[src/design/addr_decode_pkg.sv]
// Constants, reset values and state codes for the system address decoder.
// Assumes a single 32-bit processor bus on one clock with a synchronous reset.
package addr_decode_pkg;

  // ****************************************************************
  // Memory selects
  // ****************************************************************
  localparam int          NUM_MEM       = 4;
  localparam int          MEM_ROM       = 0;
  localparam int          MEM_PFLASH    = 1;
  localparam int          MEM_DFLASH    = 2;
  localparam int          MEM_RAM       = 3;
  localparam int          ROM_PHYS_AW   = 12;
  localparam int          SIZE_CODE_MAX = 14;
  localparam logic [31:0] SIZE_UNIT     = 32'h0000_0400;

  // Reset-default map: base and size code, size being 1 kB << code.
  localparam logic [31:0] ROM_RST_BASE  = 32'h0000_0000;
  localparam logic [3:0]  ROM_RST_SIZE  = 4'h6;
  localparam logic [31:0] PF_RST_BASE   = 32'h0001_0000;
  localparam logic [3:0]  PF_RST_SIZE   = 4'h5;
  localparam logic [31:0] DF_BASE       = 32'h0001_8800;
  localparam logic [3:0]  DF_SIZE       = 4'h1;
  localparam logic [31:0] RAM_BASE      = 32'h0001_9000;
  localparam logic [3:0]  RAM_SIZE      = 4'h2;

  // Normal map loaded by the boot firmware.
  localparam logic [31:0] ROM_NRM_BASE  = 32'h0001_0000;
  localparam logic [3:0]  ROM_NRM_SIZE  = 4'h2;
  localparam logic [31:0] PF_NRM_BASE   = 32'h0000_0000;
  localparam logic [3:0]  PF_NRM_SIZE   = 4'h5;

  // ****************************************************************
  // Peripheral windows
  // ****************************************************************
  localparam int          NUM_LOOP      = 13;
  localparam logic [31:0] LOOP_BASE0    = 32'h0002_0000;
  localparam int          LOOP_SHIFT    = 16;
  localparam int          NUM_SYSP      = 6;
  localparam logic [5:0][31:0] SYSP_BASE = {32'hFFF7_FD00, 32'hFFF7_FA00, 32'hFFF7_F600,
                                            32'hFFF7_F000, 32'hFFF7_ED00, 32'hFFF7_EC00};
  localparam logic [18:0] LINE_REGION   = 19'h7FFBF;
  localparam int          NUM_LINES     = 8;

  // ****************************************************************
  // System windows and own register offsets
  // ****************************************************************
  localparam logic [31:0] MMC_LO        = 32'hFFFF_FD00;
  localparam logic [31:0] MMC_HI        = 32'hFFFF_FDFF;
  localparam logic [31:0] DEC_LO        = 32'hFFFF_FE00;
  localparam logic [31:0] DEC_HI        = 32'hFFFF_FEFF;
  localparam logic [31:0] IRQ_LO        = 32'hFFFF_FF20;
  localparam logic [31:0] IRQ_HI        = 32'hFFFF_FF37;
  localparam logic [31:0] SIG_LO        = 32'hFFFF_FF40;
  localparam logic [31:0] SIG_HI        = 32'hFFFF_FF50;
  localparam logic [31:0] SYS_LO        = 32'hFFFF_FFD0;
  localparam logic [31:0] SYS_HI        = 32'hFFFF_FFEC;
  localparam logic [7:0]  DEC_MAP_CTRL  = 8'h10;
  localparam logic [7:0]  MMC_STRETCH   = 8'h00;
  localparam logic [7:0]  SYS_PERM      = 8'hD0;
  localparam logic [7:0]  SYS_CTRL      = 8'hD4;
  localparam logic [7:0]  SYS_FADDR     = 8'hD8;
  localparam logic [7:0]  SYS_FSTAT     = 8'hDC;
  localparam logic [12:0] PERM_RST      = 13'h1FFF;
  localparam int          PERM_LOOP     = 12;
  localparam int          PERM_LINE0    = 4;

  typedef enum logic [1:0] {
    ST_IDLE = 2'b00,
    ST_WAIT = 2'b01,
    ST_DONE = 2'b10
  } bus_state_e;

endpackage

[src/design/system_address_decode_remap.sv]
// System address decoder with boot remap, peripheral selects and access protection.
// Assumes the processor holds address, write data and controls stable from
// request until ready, all on the same clock as this block.
`timescale 1ns/1ps

module system_address_decode_remap
  import addr_decode_pkg::*;
(
  input  wire logic                   clk,            // System clock, 100 MHz.
  input  wire logic                   rst_b,          // Synchronous reset, active low.
  input  wire logic                   bus_req,        // Access request, held until ready.
  input  wire logic [31:0]            bus_addr,       // Byte address.
  input  wire logic                   bus_write,      // High for a write.
  input  wire logic                   bus_priv,       // High in privileged mode.
  input  wire logic [31:0]            bus_wdata,      // Write data.
  output logic                        bus_ready,      // Access completes this cycle.
  output logic                        bus_fault,      // Illegal access, with ready.
  output logic [31:0]                 bus_rdata,      // Own register read data.
  output logic [NUM_MEM-1:0]          mem_sel,        // ROM, program/data flash, RAM.
  output logic [23:0]                 mem_offset,     // Offset inside selected memory.
  output logic [NUM_LOOP-1:0]         loop_sel,       // Control-loop peripheral selects.
  output logic [NUM_LINES-1:0]        periph_sel,     // 1 kB peripheral select lines.
  output logic                        irq_unit_sel,   // Interrupt unit window.
  output logic                        sig_unit_sel,   // Signature unit window.
  output logic                        normal_map,     // Normal map active.
  output logic [2:0]                  clk_speed_sel,  // Processor clock speed setting.
  output logic                        sys_reset_req   // One-cycle reset request.
);
  import addr_decode_pkg::*;

  // ****************************************************************
  // Configuration state
  // ****************************************************************
  logic [NUM_MEM-1:0][31:0] mem_base;
  logic [NUM_MEM-1:0][3:0]  mem_size;
  logic [31:0]              stretch;
  logic [12:0]              user_perm;
  logic                     reset_on_illegal;
  logic [31:0]              fault_addr;
  logic                     fault_flag;
  bus_state_e               state;
  logic [3:0]               cnt;

  // ****************************************************************
  // Address decode
  // ****************************************************************
  logic [NUM_MEM-1:0][31:0] mem_mask;
  logic [NUM_MEM-1:0]       mem_hit;
  logic [NUM_MEM-1:0]       mem_first;
  logic [NUM_LOOP-1:0]      loop_hit;
  logic [NUM_SYSP-1:0]      sysp_hit;
  logic [2:0]               line;
  logic                     dec_hit;
  logic                     mmc_hit;
  logic                     sys_hit;
  logic                     irq_hit;
  logic                     sig_hit;
  logic                     cfg_hit;
  logic                     any_hit;
  logic                     allowed;
  logic                     illegal;
  logic                     direct;
  logic [3:0]               line_stretch;
  logic [7:0]               off;
  logic                     cfg_wr;
  logic                     fault_ev;
  logic [31:0]              rd_mux;

  // One comparator per memory select; a region is 1 kB << size code.
  for (genvar i = 0; i < NUM_MEM; i++) begin : g_mem
    assign mem_mask[i] = (SIZE_UNIT << mem_size[i]) - 32'h0000_0001;
    assign mem_hit[i]  = ((bus_addr ^ mem_base[i]) & ~mem_mask[i]) == 32'h0000_0000;
  end

  // Lowest index wins, so ROM takes precedence should software overlap regions.
  always_comb begin
    mem_first = '0;
    for (int i = NUM_MEM - 1; i >= 0; i--) begin
      if (mem_hit[i]) begin
        mem_first    = '0;
        mem_first[i] = 1'b1;
      end
    end
  end

  // Loop peripherals sit one per 64 kB step, each a 256-byte window.
  for (genvar j = 0; j < NUM_LOOP; j++) begin : g_loop
    localparam logic [31:0] BASE = LOOP_BASE0 + (32'(j) << LOOP_SHIFT);
    assign loop_hit[j] = bus_addr[31:8] == BASE[31:8];
  end

  // Upper system peripherals, each a 256-byte window.
  for (genvar k = 0; k < NUM_SYSP; k++) begin : g_sysp
    assign sysp_hit[k] = bus_addr[31:8] == SYSP_BASE[k][31:8];
  end

  // System unit windows near the top of the address space.
  assign dec_hit = bus_addr >= DEC_LO && bus_addr <= DEC_HI;
  assign mmc_hit = bus_addr >= MMC_LO && bus_addr <= MMC_HI;
  assign sys_hit = bus_addr >= SYS_LO && bus_addr <= SYS_HI;
  assign irq_hit = bus_addr >= IRQ_LO && bus_addr <= IRQ_HI;
  assign sig_hit = bus_addr >= SIG_LO && bus_addr <= SIG_HI;
  assign cfg_hit = dec_hit | mmc_hit | sys_hit;
  assign off     = bus_addr[7:0];

  // The 1 kB line follows from address bits 12:10 inside the 8 kB line region.
  assign line = bus_addr[12:10];

  // Every target lives in one address range on the same bus.
  assign any_hit = (|mem_hit) | (|loop_hit) | (|sysp_hit) | cfg_hit
                   | irq_hit | sig_hit;

  // User mode reaches memory, loop and line regions only with their permission bit set; the interrupt and signature units and own register
  // windows stay reachable; user writes to the own registers are dropped further below.
  always_comb begin
    allowed = bus_priv;
    if (!bus_priv) begin
      if (|mem_hit) begin
        allowed = |(mem_first & user_perm[NUM_MEM-1:0]);
      end else if (|loop_hit) begin
        allowed = user_perm[PERM_LOOP];
      end else if (|sysp_hit) begin
        allowed = user_perm[PERM_LINE0 + 32'(line)];
      end else begin
        allowed = 1'b1;
      end
    end
  end

  // A hole in the map is as illegal as a protection breach.
  assign illegal  = !any_hit || !allowed;
  assign fault_ev = state == ST_IDLE && bus_req && illegal;

  // Stretch setting of the addressed peripheral line.
  assign line_stretch = stretch[4*line +: 4];

  // Accesses that finish in the request cycle: memories, loop windows, the
  // interrupt and signature units, unstretched lines and illegal accesses.
  assign direct = illegal || (!cfg_hit && !((|sysp_hit) && line_stretch != 4'h0));

  // ****************************************************************
  // Selects and handshake
  // ****************************************************************
  // Selects follow the live request, so stretched lines stay selected while waiting.
  always_comb begin
    mem_sel      = '0;
    loop_sel     = '0;
    periph_sel   = '0;
    irq_unit_sel = 1'b0;
    sig_unit_sel = 1'b0;
    if (bus_req && !illegal) begin
      mem_sel      = mem_first;
      loop_sel     = loop_hit;
      irq_unit_sel = irq_hit;
      sig_unit_sel = sig_hit;
      if (|sysp_hit) begin
        periph_sel[line] = 1'b1;
      end
    end
  end

  // ROM offsets wrap on the physical 4 kB, which gives the aliased copies.
  always_comb begin
    mem_offset = 24'h00_0000;
    for (int i = 0; i < NUM_MEM; i++) begin
      if (mem_first[i]) begin
        mem_offset = 24'(bus_addr & mem_mask[i]);
      end
    end
    if (mem_first[MEM_ROM]) begin
      mem_offset = {12'h000, bus_addr[ROM_PHYS_AW-1:0]};
    end
  end

  assign bus_ready = (state == ST_IDLE && bus_req && direct) || state == ST_DONE;
  assign bus_fault = fault_ev;

  // Own registers always take two wait states; stretched lines take their count plus one.
  always_ff @(posedge clk) begin
    if (!rst_b) begin
      state <= ST_IDLE;
      cnt   <= 4'h0;
    end else begin
      unique case (state)
        ST_IDLE: begin
          if (bus_req && !direct) begin
            state <= ST_WAIT;
            cnt   <= cfg_hit ? 4'h0 : line_stretch - 4'h1;
          end
        end
        ST_WAIT: begin
          if (cnt == 4'h0) begin
            state <= ST_DONE;
          end else begin
            cnt <= cnt - 4'h1;
          end
        end
        ST_DONE: begin
          state <= ST_IDLE;
        end
        default: begin
          state <= ST_IDLE;
        end
      endcase
    end
  end

  // ****************************************************************
  // Own registers
  // ****************************************************************
  // Writes land in the completing cycle, and only from privileged code.
  assign cfg_wr = state == ST_DONE && cfg_hit && bus_write && bus_priv;

  // Memory select registers. The map leaves the reset state only when firmware
  // writes here; it does so after a good checksum, just before jumping to
  // flash location zero, and never when it must stay in control itself.
  always_ff @(posedge clk) begin
    if (!rst_b) begin
      mem_base   <= {RAM_BASE, DF_BASE, PF_RST_BASE, ROM_RST_BASE};
      mem_size   <= {RAM_SIZE, DF_SIZE, PF_RST_SIZE, ROM_RST_SIZE};
      normal_map <= 1'b0;
    end else if (cfg_wr && dec_hit) begin
      if (off == DEC_MAP_CTRL && bus_wdata[0]) begin
        mem_base[MEM_ROM]    <= ROM_NRM_BASE;
        mem_size[MEM_ROM]    <= ROM_NRM_SIZE;
        mem_base[MEM_PFLASH] <= PF_NRM_BASE;
        mem_size[MEM_PFLASH] <= PF_NRM_SIZE;
        normal_map           <= 1'b1;
      end else if (off[7:4] == 4'h0 && off[1:0] == 2'b00) begin
        mem_base[off[3:2]] <= {bus_wdata[31:10], 10'h000};
        mem_size[off[3:2]] <= bus_wdata[3:0] > 4'(SIZE_CODE_MAX) ?
                              4'(SIZE_CODE_MAX) : bus_wdata[3:0];
      end
    end
  end

  // Until remapped, ROM answers at zero and keeps serving bus commands.

  // Peripheral line stretch counts, four bits per line.
  always_ff @(posedge clk) begin
    if (!rst_b) begin
      stretch <= 32'h0000_0000;
    end else if (cfg_wr && mmc_hit && off == MMC_STRETCH) begin
      stretch <= bus_wdata;
    end
  end

  // System protection settings and clock speed.
  always_ff @(posedge clk) begin
    if (!rst_b) begin
      user_perm        <= PERM_RST;
      reset_on_illegal <= 1'b0;
      clk_speed_sel    <= 3'h0;
    end else if (cfg_wr && sys_hit) begin
      if (off == SYS_PERM) begin
        user_perm <= bus_wdata[12:0];
      end
      if (off == SYS_CTRL) begin
        reset_on_illegal <= bus_wdata[0];
        clk_speed_sel    <= bus_wdata[3:1];
      end
    end
  end

  // Fault capture: a new fault wins over a clear in the same cycle, so no
  // event is lost. The address of the latest fault is kept.
  always_ff @(posedge clk) begin
    if (!rst_b) begin
      fault_flag <= 1'b0;
      fault_addr <= 32'h0000_0000;
    end else if (fault_ev) begin
      fault_flag <= 1'b1;
      fault_addr <= bus_addr;
    end else if (cfg_wr && sys_hit && off == SYS_FSTAT && bus_wdata[0]) begin
      fault_flag <= 1'b0;
    end
  end

  // Reset request pulse when the system unit is set to reset on illegal access.
  always_ff @(posedge clk) begin
    if (!rst_b) begin
      sys_reset_req <= 1'b0;
    end else begin
      sys_reset_req <= fault_ev && reset_on_illegal;
    end
  end

  // Read mux; unmapped offsets inside own windows read as zero.
  always_comb begin
    rd_mux = 32'h0000_0000;
    if (dec_hit) begin
      if (off == DEC_MAP_CTRL) begin
        rd_mux = {31'h0, normal_map};
      end else if (off[7:4] == 4'h0 && off[1:0] == 2'b00) begin
        rd_mux = {mem_base[off[3:2]][31:10], 6'h00, mem_size[off[3:2]]};
      end
    end else if (mmc_hit && off == MMC_STRETCH) begin
      rd_mux = stretch;
    end else if (sys_hit) begin
      unique case (off)
        SYS_PERM:  rd_mux = {19'h0, user_perm};
        SYS_CTRL:  rd_mux = {28'h0, clk_speed_sel, reset_on_illegal};
        SYS_FADDR: rd_mux = fault_addr;
        SYS_FSTAT: rd_mux = {31'h0, fault_flag};
        default:   rd_mux = 32'h0000_0000;
      endcase
    end
  end

  // Read data is registered on the way into the completing cycle.
  always_ff @(posedge clk) begin
    if (!rst_b) begin
      bus_rdata <= 32'h0000_0000;
    end else if (state == ST_WAIT && cnt == 4'h0) begin
      bus_rdata <= rd_mux;
    end
  end

endmodule

[config.mk]
export PLATFORM = sky130hd
export DESIGN_NAME = system_address_decode_remap
export DESIGN_NICKNAME = d
export VERILOG_FILES = /design/src/design/addr_decode_pkg.sv /design/src/design/system_address_decode_remap.sv
export SDC_FILE = /design/constraint.sdc
export NUM_CORES = 1
export LEC_CHECK = 0
export ABC_AREA = 1
export ABC_CLOCK_PERIOD_IN_PS = 4460
export CORE_MARGIN = 1
export CORE_UTILIZATION = 45
export DETAILED_ROUTE_END_ITERATION = 12
export DONT_BUFFER_PORTS = 1
export HOLD_SLACK_MARGIN = 0.08
export PLACE_DENSITY = 0.66
export SYNTH_ARGS = -nofsm -noshare
export SYNTH_HDL_FRONTEND = slang
export SYNTH_SLANG_ARGS = --single-unit
[constraint.sdc]
create_clock -name clk -period 4.46 [get_ports clk]
set_input_delay 1.115 -clock clk [delete_from_list [all_inputs] [get_ports clk]]
set_output_delay 1.115 -clock clk [all_outputs]
set_load 0.01 [all_outputs]
==> results.py, run 1 <==
metrics = {
    "run_status": {
        "outcome": "completed",
    },
    "synth": {
        "yosysUniqueCellTypes": 54,
        "yosysTopAreaCell": "dfxtp_1",
        "syn_area_sq_mm": 0.0139,
        "synth_flop_cell": "dfxtp_1",
        "ys_warn_count": 0,
        "syn-mean-instance-area_sq_um": 6.41,
        "synth_area_leaders": "dfxtp_1 (32%), nand2_1 (13%), a21oi_1 (7.1%), o21ai_0 (6.6%), nor2_1 (6.4%)",
        "yosysSeqAreaShare_pct": 32.5,
        "async_flop_share_pct": 0,
        "synth_top_area_share_pct": 32.5,
        "synth_enable_flop_cells": 0,
        "yosys_register_bits": 226,
        "synthCells": 2173,
    },
    "die": {
        "dieArea_sq_mm": 0.0317,
        "die_h_um": 178,
        "core_sq_mm": 0.0305,
        "start_util_pct": 45.7,
        "rows": 64,
        "die_w_um": 178,
        "io_pins": 159,
    },
    "power": {
        "p_leak_nw": 7.07,
        "power.density_mw_per_mm2": 277,
        "worst_ir_drop_vdd_v": 0.000277,
        "power.total_mw": 4.62,
    },
    "timing": {
        "clock_skew_ps": 26.1,
        "period_needed_ps": 4450,
        "timing.slew.headroom_pct": 44.4,
        "finalSetupTns_ps": 0,
        "worst_slack_ps": 8.18,
        "clock.fmax_mhz": 225,
        "slew_violations": 0,
        "fin_crit_sh_pct": 99.8,
        "finalSetupViolations": 0,
        "rsz0062_at_grt": "true",
        "finalHoldViolCount": 0,
        "worst_pin_slew_ps": 827,
    },
    "cts": {
        "cts_root_buf": "clkbuf_16",
        "clockBufferDepth": 3,
        "path_clk_slew_ps": 60,
        "htreeDepth": 1,
        "cts-buffers-inserted": 26,
        "cts_tree": "built",
        "clk_latency_ps": 570,
        "cts_sinks": 226,
    },
    "worst_setup_path": {
        "worstPathMaxFanout": 4,
        "crit_path_start_kind": "register",
        "cp.arrival_ps": 3340,
        "cp.required_ps": 3350,
        "slowest_stage": "dfxtp_4",
        "crit_type": "register to output port",
        "reg2reg_slack_ps": 1020,
        "critical_path.cell_chain": "nor2_4 -> inv_2 -> nor2_2 -> inv_2 -> ha_4 -> buf_4 -> inv_1 -> nand4_1 -> nand3_2 -> nand3_2 -> nor2b_1 -> nand3_2 -> nand2_2 -> nor2_4 -> nand2_2 -> nand2_2 -> nand2_4 -> nand2_4 -> nor2_4 -> inv_2 -> nor3_2 -> buf_4",
        "end_kind": "output port",
        "slowest_delay_ps": 360,
    },
    "detailed_routing": {
        "wl_per_cell_um": 24.0,
        "vias": 16052,
        "detail-route-antenna-nets": 0,
        "drt_iter0_drc": 1927,
        "wl_mm": 63.9,
        "drt_pre_antenna_iters": 6,
        "drc": 0,
        "vias_per_cell": 6.03,
    },
    "flow_run": {
        "max-cap-violations": 0,
    },
    "place": {
        "port_buffers": 0,
        "place_congestion": 1.08,
        "placed_cells": 2590,
        "dpl.hpwl_mm": 48.1,
        "detailedPlace.worstSlack_ps": -154,
    },
    "global_routing": {
        "grt_pass1_wl_mm": 92.7,
        "overflow": 0,
        "first_global_vias": 14558,
        "antenna_found_initial": 0,
        "grt_max_degree": 168,
        "grt_util_all_layers_pct": 39.5,
    },
    "cells_and_area": {
        "final_core_util_pct": 54.8,
        "final_nets": 2320,
        "drive_gt1_share_pct": 17.8,
        "layout_common_cells": "nand2_1 (475), dfxtp_1 (218), nor2_1 (210)",
        "area.growth.synth_to_final_pct": 19.9,
        "mostFrequentLayoutCell": "nand2_1",
        "antennaDiodeCount": 0,
        "instances_no_fill": 2660,
    },
    "worst_hold_path": {
        "worstHoldPathType": "register to register",
    },
}
[repair_timing]
action,4_1_cts,5_1_grt
pin swaps,18,24
setup buffers,13,10
hold buffers,0,0
resized for setup,65,107
endpoints found under the setup margin,40,40
cloned,0,1
[layout make-up]
class                           instances  area (sq um)
Fill cell                            3102         13800
Multi-Input combinational cell       1600          8540
Sequential cell                       226          4540
Timing Repair Buffer                  166          1370
Inverter                              224           862
Clock buffer                           34           741
Tap cell                              396           495
Clock inverter                         14           155
[critical path: cells and delay by family, from the launching register on]
| family | cells | cell delay (ps) |
|---|---|---|
| simple gates | 15 | 1720 |
| buf+inv | 6 | 530 |
| flops | 1 | 360 |
| fa+ha+maj | 1 | 160 |
[path summary, 6_finish.rpt]
path	startpoint	to	depth (start not counted)
max	mem_size[8]	periph_sel[4]	22
min	user_perm[5]	user_perm[5]	2
max reg2reg	mem_size[3]	fault_addr[1]	24
min reg2reg	user_perm[5]	user_perm[5]	2
[power breakdown]
part | internal, mW | total (mW) | switching (mW)
combinational | 0.101 | 0.343 | 0.242
sequential | 2.04 | 2.05 | 0.0136
clock | 1.29 | 2.23 | 0.935
[kinds of logic after synthesis]
kind of cell,Yosys count,synth area share (%)
xor gates and xnor gates,62,3.90
DFF,226,32.5
adders and majority gates,7,0.628
and+or+nand+nor,972,29.9
other,1,0.0269
AOI/OAI and AO/OA,556,22.8
buffers and inverters,349,10.4
[routing by layer]
| layer | GRT usage, % | wire (um) | share of wire (%) |
|---|---|---|---|
| met1 | 52.7 | 25700 | 40 |
| met2 | 61.0 | 27800 | 43 |
| met3 | 7.48 | 7110 | 11 |
| met4 | 18.7 | 3270 | 5.1 |
| met5 | 0 | 0 | 0 |
[state kept, by name, indices dropped and copies added (netlist names), 2 cells and up]
register and flops:
mem_size 16, stretch 32, user_perm 13, mem_base 88
state 2, fault_addr 32, bus_rdata 32, cnt 4
clk_speed_sel 3
[synthesized netlist by cell type, types with 10 or more instances]
library cell,count
inv_1,204
clkbuf_1,65
o21ai_1,33
nor2_2,25
o211ai_1,37
inv_2,17
buf_2,42
a211oi_1,11
xnor2_1,26
a21oi_1,197
o22ai_1,14
o21ai_0,184
nor4_1,10
a22oi_1,33
nor3_1,34
nand4_1,39
nand2_1,494
xor2_1,36
nor2_1,238
nand3_1,100
dfxtp_1,226
[through the flow]
step,area (sq um),hold slack [ps]
2_1_floorplan,13900,444
3_3_place_gp,15000,459
3_5_place_dp,15000,472
4_1_cts,16200,486
5_1_grt,16700,515
6_report,16700,480
Note: power is estimated with default switching activity, not from simulation.
==> run 2, diff against run 1 <==
--- a/config.mk
+++ b/config.mk
@@ -8,11 +8,11 @@
 export ABC_AREA = 1
 export ABC_CLOCK_PERIOD_IN_PS = 4460
 export CORE_MARGIN = 1
-export CORE_UTILIZATION = 45
+export CORE_UTILIZATION = 30
 export DETAILED_ROUTE_END_ITERATION = 12
 export DONT_BUFFER_PORTS = 1
 export HOLD_SLACK_MARGIN = 0.08
-export PLACE_DENSITY = 0.66
+export PLACE_DENSITY = 0.5
 export SYNTH_ARGS = -nofsm -noshare
 export SYNTH_HDL_FRONTEND = slang
 export SYNTH_SLANG_ARGS = --single-unit
==> results.py, run 2 (same netlist as run 1, synthesis figures left out) <==
metrics = {
    "cells_and_area": {
        "final_nets": 2380,
        "final_cell_area_sq_mm": 0.0177,
        "top_register": "mem_base",
        "layout_common_cells": "nand2_1 (472), dfxtp_1 (212), nor2_1 (204)",
        "area.growth.synth_to_final_pct": 27.2,
        "mostFrequentLayoutCell": "nand2_1",
        "drive_gt1_share_pct": 21.1,
        "antennaDiodeCount": 0,
        "largest_register_ff_count": 88,
    },
    "worst_setup_path": {
        "crit_type": "register to output port",
        "worstPathMaxFanout": 6,
        "reg2reg_slack_ps": 770,
        "crit_path_start_kind": "register",
        "critical_path.cell_chain": "nor2_4 -> nand2_2 -> ha_4 -> inv_4 -> buf_6 -> a21oi_4 -> nand3_2 -> nand2_2 -> nor2_2 -> nor2_2 -> nand2_2 -> nor2_4 -> buf_6 -> nand2_4 -> clkinvlp_4 -> buf_4 -> nand3_1 -> o31ai_2 -> nand2_1 -> a31oi_1 -> buf_4",
        "cp.arrival_ps": 3420,
        "timing.critical_path.from": "mem_size[5]",
        "r2r-start": "mem_size[5]",
        "end_kind": "output port",
        "slowest_stage": "dfxtp_4",
        "cp.required_ps": 3350,
        "path_common_cell": "nand2_2",
        "slowest_delay_ps": 370,
    },
    "die": {
        "start_util_pct": 30.6,
        "die_w_um": 218,
        "dieArea_sq_mm": 0.0473,
        "rows": 78,
        "core_sq_mm": 0.0456,
        "die_h_um": 218,
        "io_pins": 159,
    },
    "worst_hold_path": {
        "hold_path_startpoint": "user_perm[7]",
        "worstHoldPathType": "register to register",
    },
    "timing": {
        "worst_pin_slew_ps": 898,
        "slew_violations": 0,
        "period_needed_ps": 4530,
        "fin_crit_sh_pct": 102,
        "timing.slew.headroom_pct": 39.6,
        "finalHoldViolCount": 0,
        "rsz0062_at_grt": "true",
        "finalSetupTns_ps": -175,
        "clock_skew_ps": 20.5,
        "clock.fmax_mhz": 221,
        "worst_slack_ps": -74.9,
        "finalSetupViolations": 8,
    },
    "global_routing": {
        "overflow": 0,
        "first_global_vias": 14878,
        "antenna_found_initial": 2,
        "grt_util_all_layers_pct": 28.8,
        "grt_max_degree": 168,
        "grt_pass1_wl_mm": 101,
    },
    "detailed_routing": {
        "drt_pre_antenna_iters": 6,
        "wl_per_cell_um": 23.9,
        "vias": 15914,
        "detail-route-antenna-nets": 0,
        "drc": 0,
        "wl_mm": 70.0,
        "drt_iter0_drc": 1838,
        "vias_per_cell": 5.44,
    },
    "place": {
        "place_area_sq_mm": 0.0154,
        "place_congestion": 1.01,
        "port_buffers": 0,
        "dpl.hpwl_mm": 52.7,
    },
    "cts": {
        "cts-buffers-inserted": 28,
        "clk_latency_ps": 580,
        "path_clk_slew_ps": 70,
        "htreeDepth": 1,
        "cts_root_buf": "clkbuf_16",
        "cts_tree": "built",
        "cts_sinks": 226,
        "clockBufferDepth": 3,
    },
    "power": {
        "worst_ir_drop_vdd_v": 0.000269,
        "p_leak_nw": 7.47,
        "p_sw_share_pct": 25.2,
        "p_sw_mw": 1.22,
        "p_int_mw": 3.63,
        "clkPwrFrac_pct": 50.5,
        "pwr-share-comb_pct": 7.3,
        "pwr-share-seq_pct": 42.3,
        "power.density_mw_per_mm2": 274,
    },
    "flow_run": {
        "max-cap-violations": 0,
    },
    "run_status": {
        "outcome": "finished with violations",
        "failed_checks": "negative setup slack",
    },
}
run 2: changes by cell type in the layout (fill, tap and decap cells not counted), sizes merged:
| cell | change |
|---|---|
| buf | +57 |
| bufinv | +1 |
| clkbuf | +6 |
| clkinv | -4 |
| clkinvlp | +1 |
| inv | -2 |
run 2: timing repair:
| action | CTS | global route |
|---|---|---|
| endpoints found under the hold margin | 0 | 0 |
| setup endpoints to repair | 50 | 40 |
| pin swaps | 30 | 60 |
| resized for setup | 77 | 150 |
| hold buffers | 0 | 0 |
| gates cloned | 0 | 1 |
| buffers inserted | 33 | 28 |
run 2: metrics by stage:
| step | hold WS (ps) | util [%] | total power [mW] | setup WS, ps | std cells |
|---|---|---|---|---|---|
| 2_1_floorplan | 444 | - | 2.33 | 246 | 2175 |
| 3_3_place_gp | 462 | 33.8 | 2.44 | 6.24 | 2815 |
| 3_5_place_dp | 465 | 33.8 | 2.43 | 20.9 | 2815 |
| 4_1_cts | 481 | 37.1 | 4.86 | 0.113 | 2897 |
| 5_1_grt | 507 | 38.9 | 4.97 | -180 | 2923 |
| 6_report | 482 | 38.9 | 4.85 | -74.9 | 2923 |
run 2: layout make-up:
cell class	instances	area [sq um]
Clock buffer	39	842
Clock inverter	10	154
Fill cell	4796	27800
Inverter	224	865
Multi-Input combinational cell	1600	8680
Sequential cell	226	4550
Tap cell	600	751
Timing Repair Buffer	224	1880
run 2: power by group through the flow:
stage / registers, mW / logic [mW] / clock network, mW
floorplan: 2.09 / 0.239 / 0
global placement: 2.10 / 0.341 / 0
detailed placement: 2.10 / 0.337 / 0
CTS: 2.05 / 0.341 / 2.47
global route: 2.05 / 0.376 / 2.54
finish: 2.05 / 0.354 / 2.45
run 2: worst paths after layout:
check / endpoint / cells after the start
setup / recovery: mem_offset[10] / 21
hold / removal: user_perm[7] / 2
setup reg to reg: fault_addr[30] / 26
hold reg to reg: user_perm[7] / 2
run 2: layer usage:
layer	vias to the layer above	part of all wire [%]	wire length [um]	GRT usage, %
li1	7498	-	-	-
met1	7488	42	29100	38.6
met2	784	44	31000	45.3
met3	140	10	7250	6.26
met4	4	3.9	2700	10.4
met5	-	0.033	23	0
run 2: worst max-delay path: cells and delay by family, from the launching register on:
family	cells	cell delay, ps
AND/OR/NAND/NOR	11	1110
buffers and inverters	6	710
AO/OA/AOI/OAI	3	460
flip-flops	1	370
adder cells (fa/ha/maj)	1	170
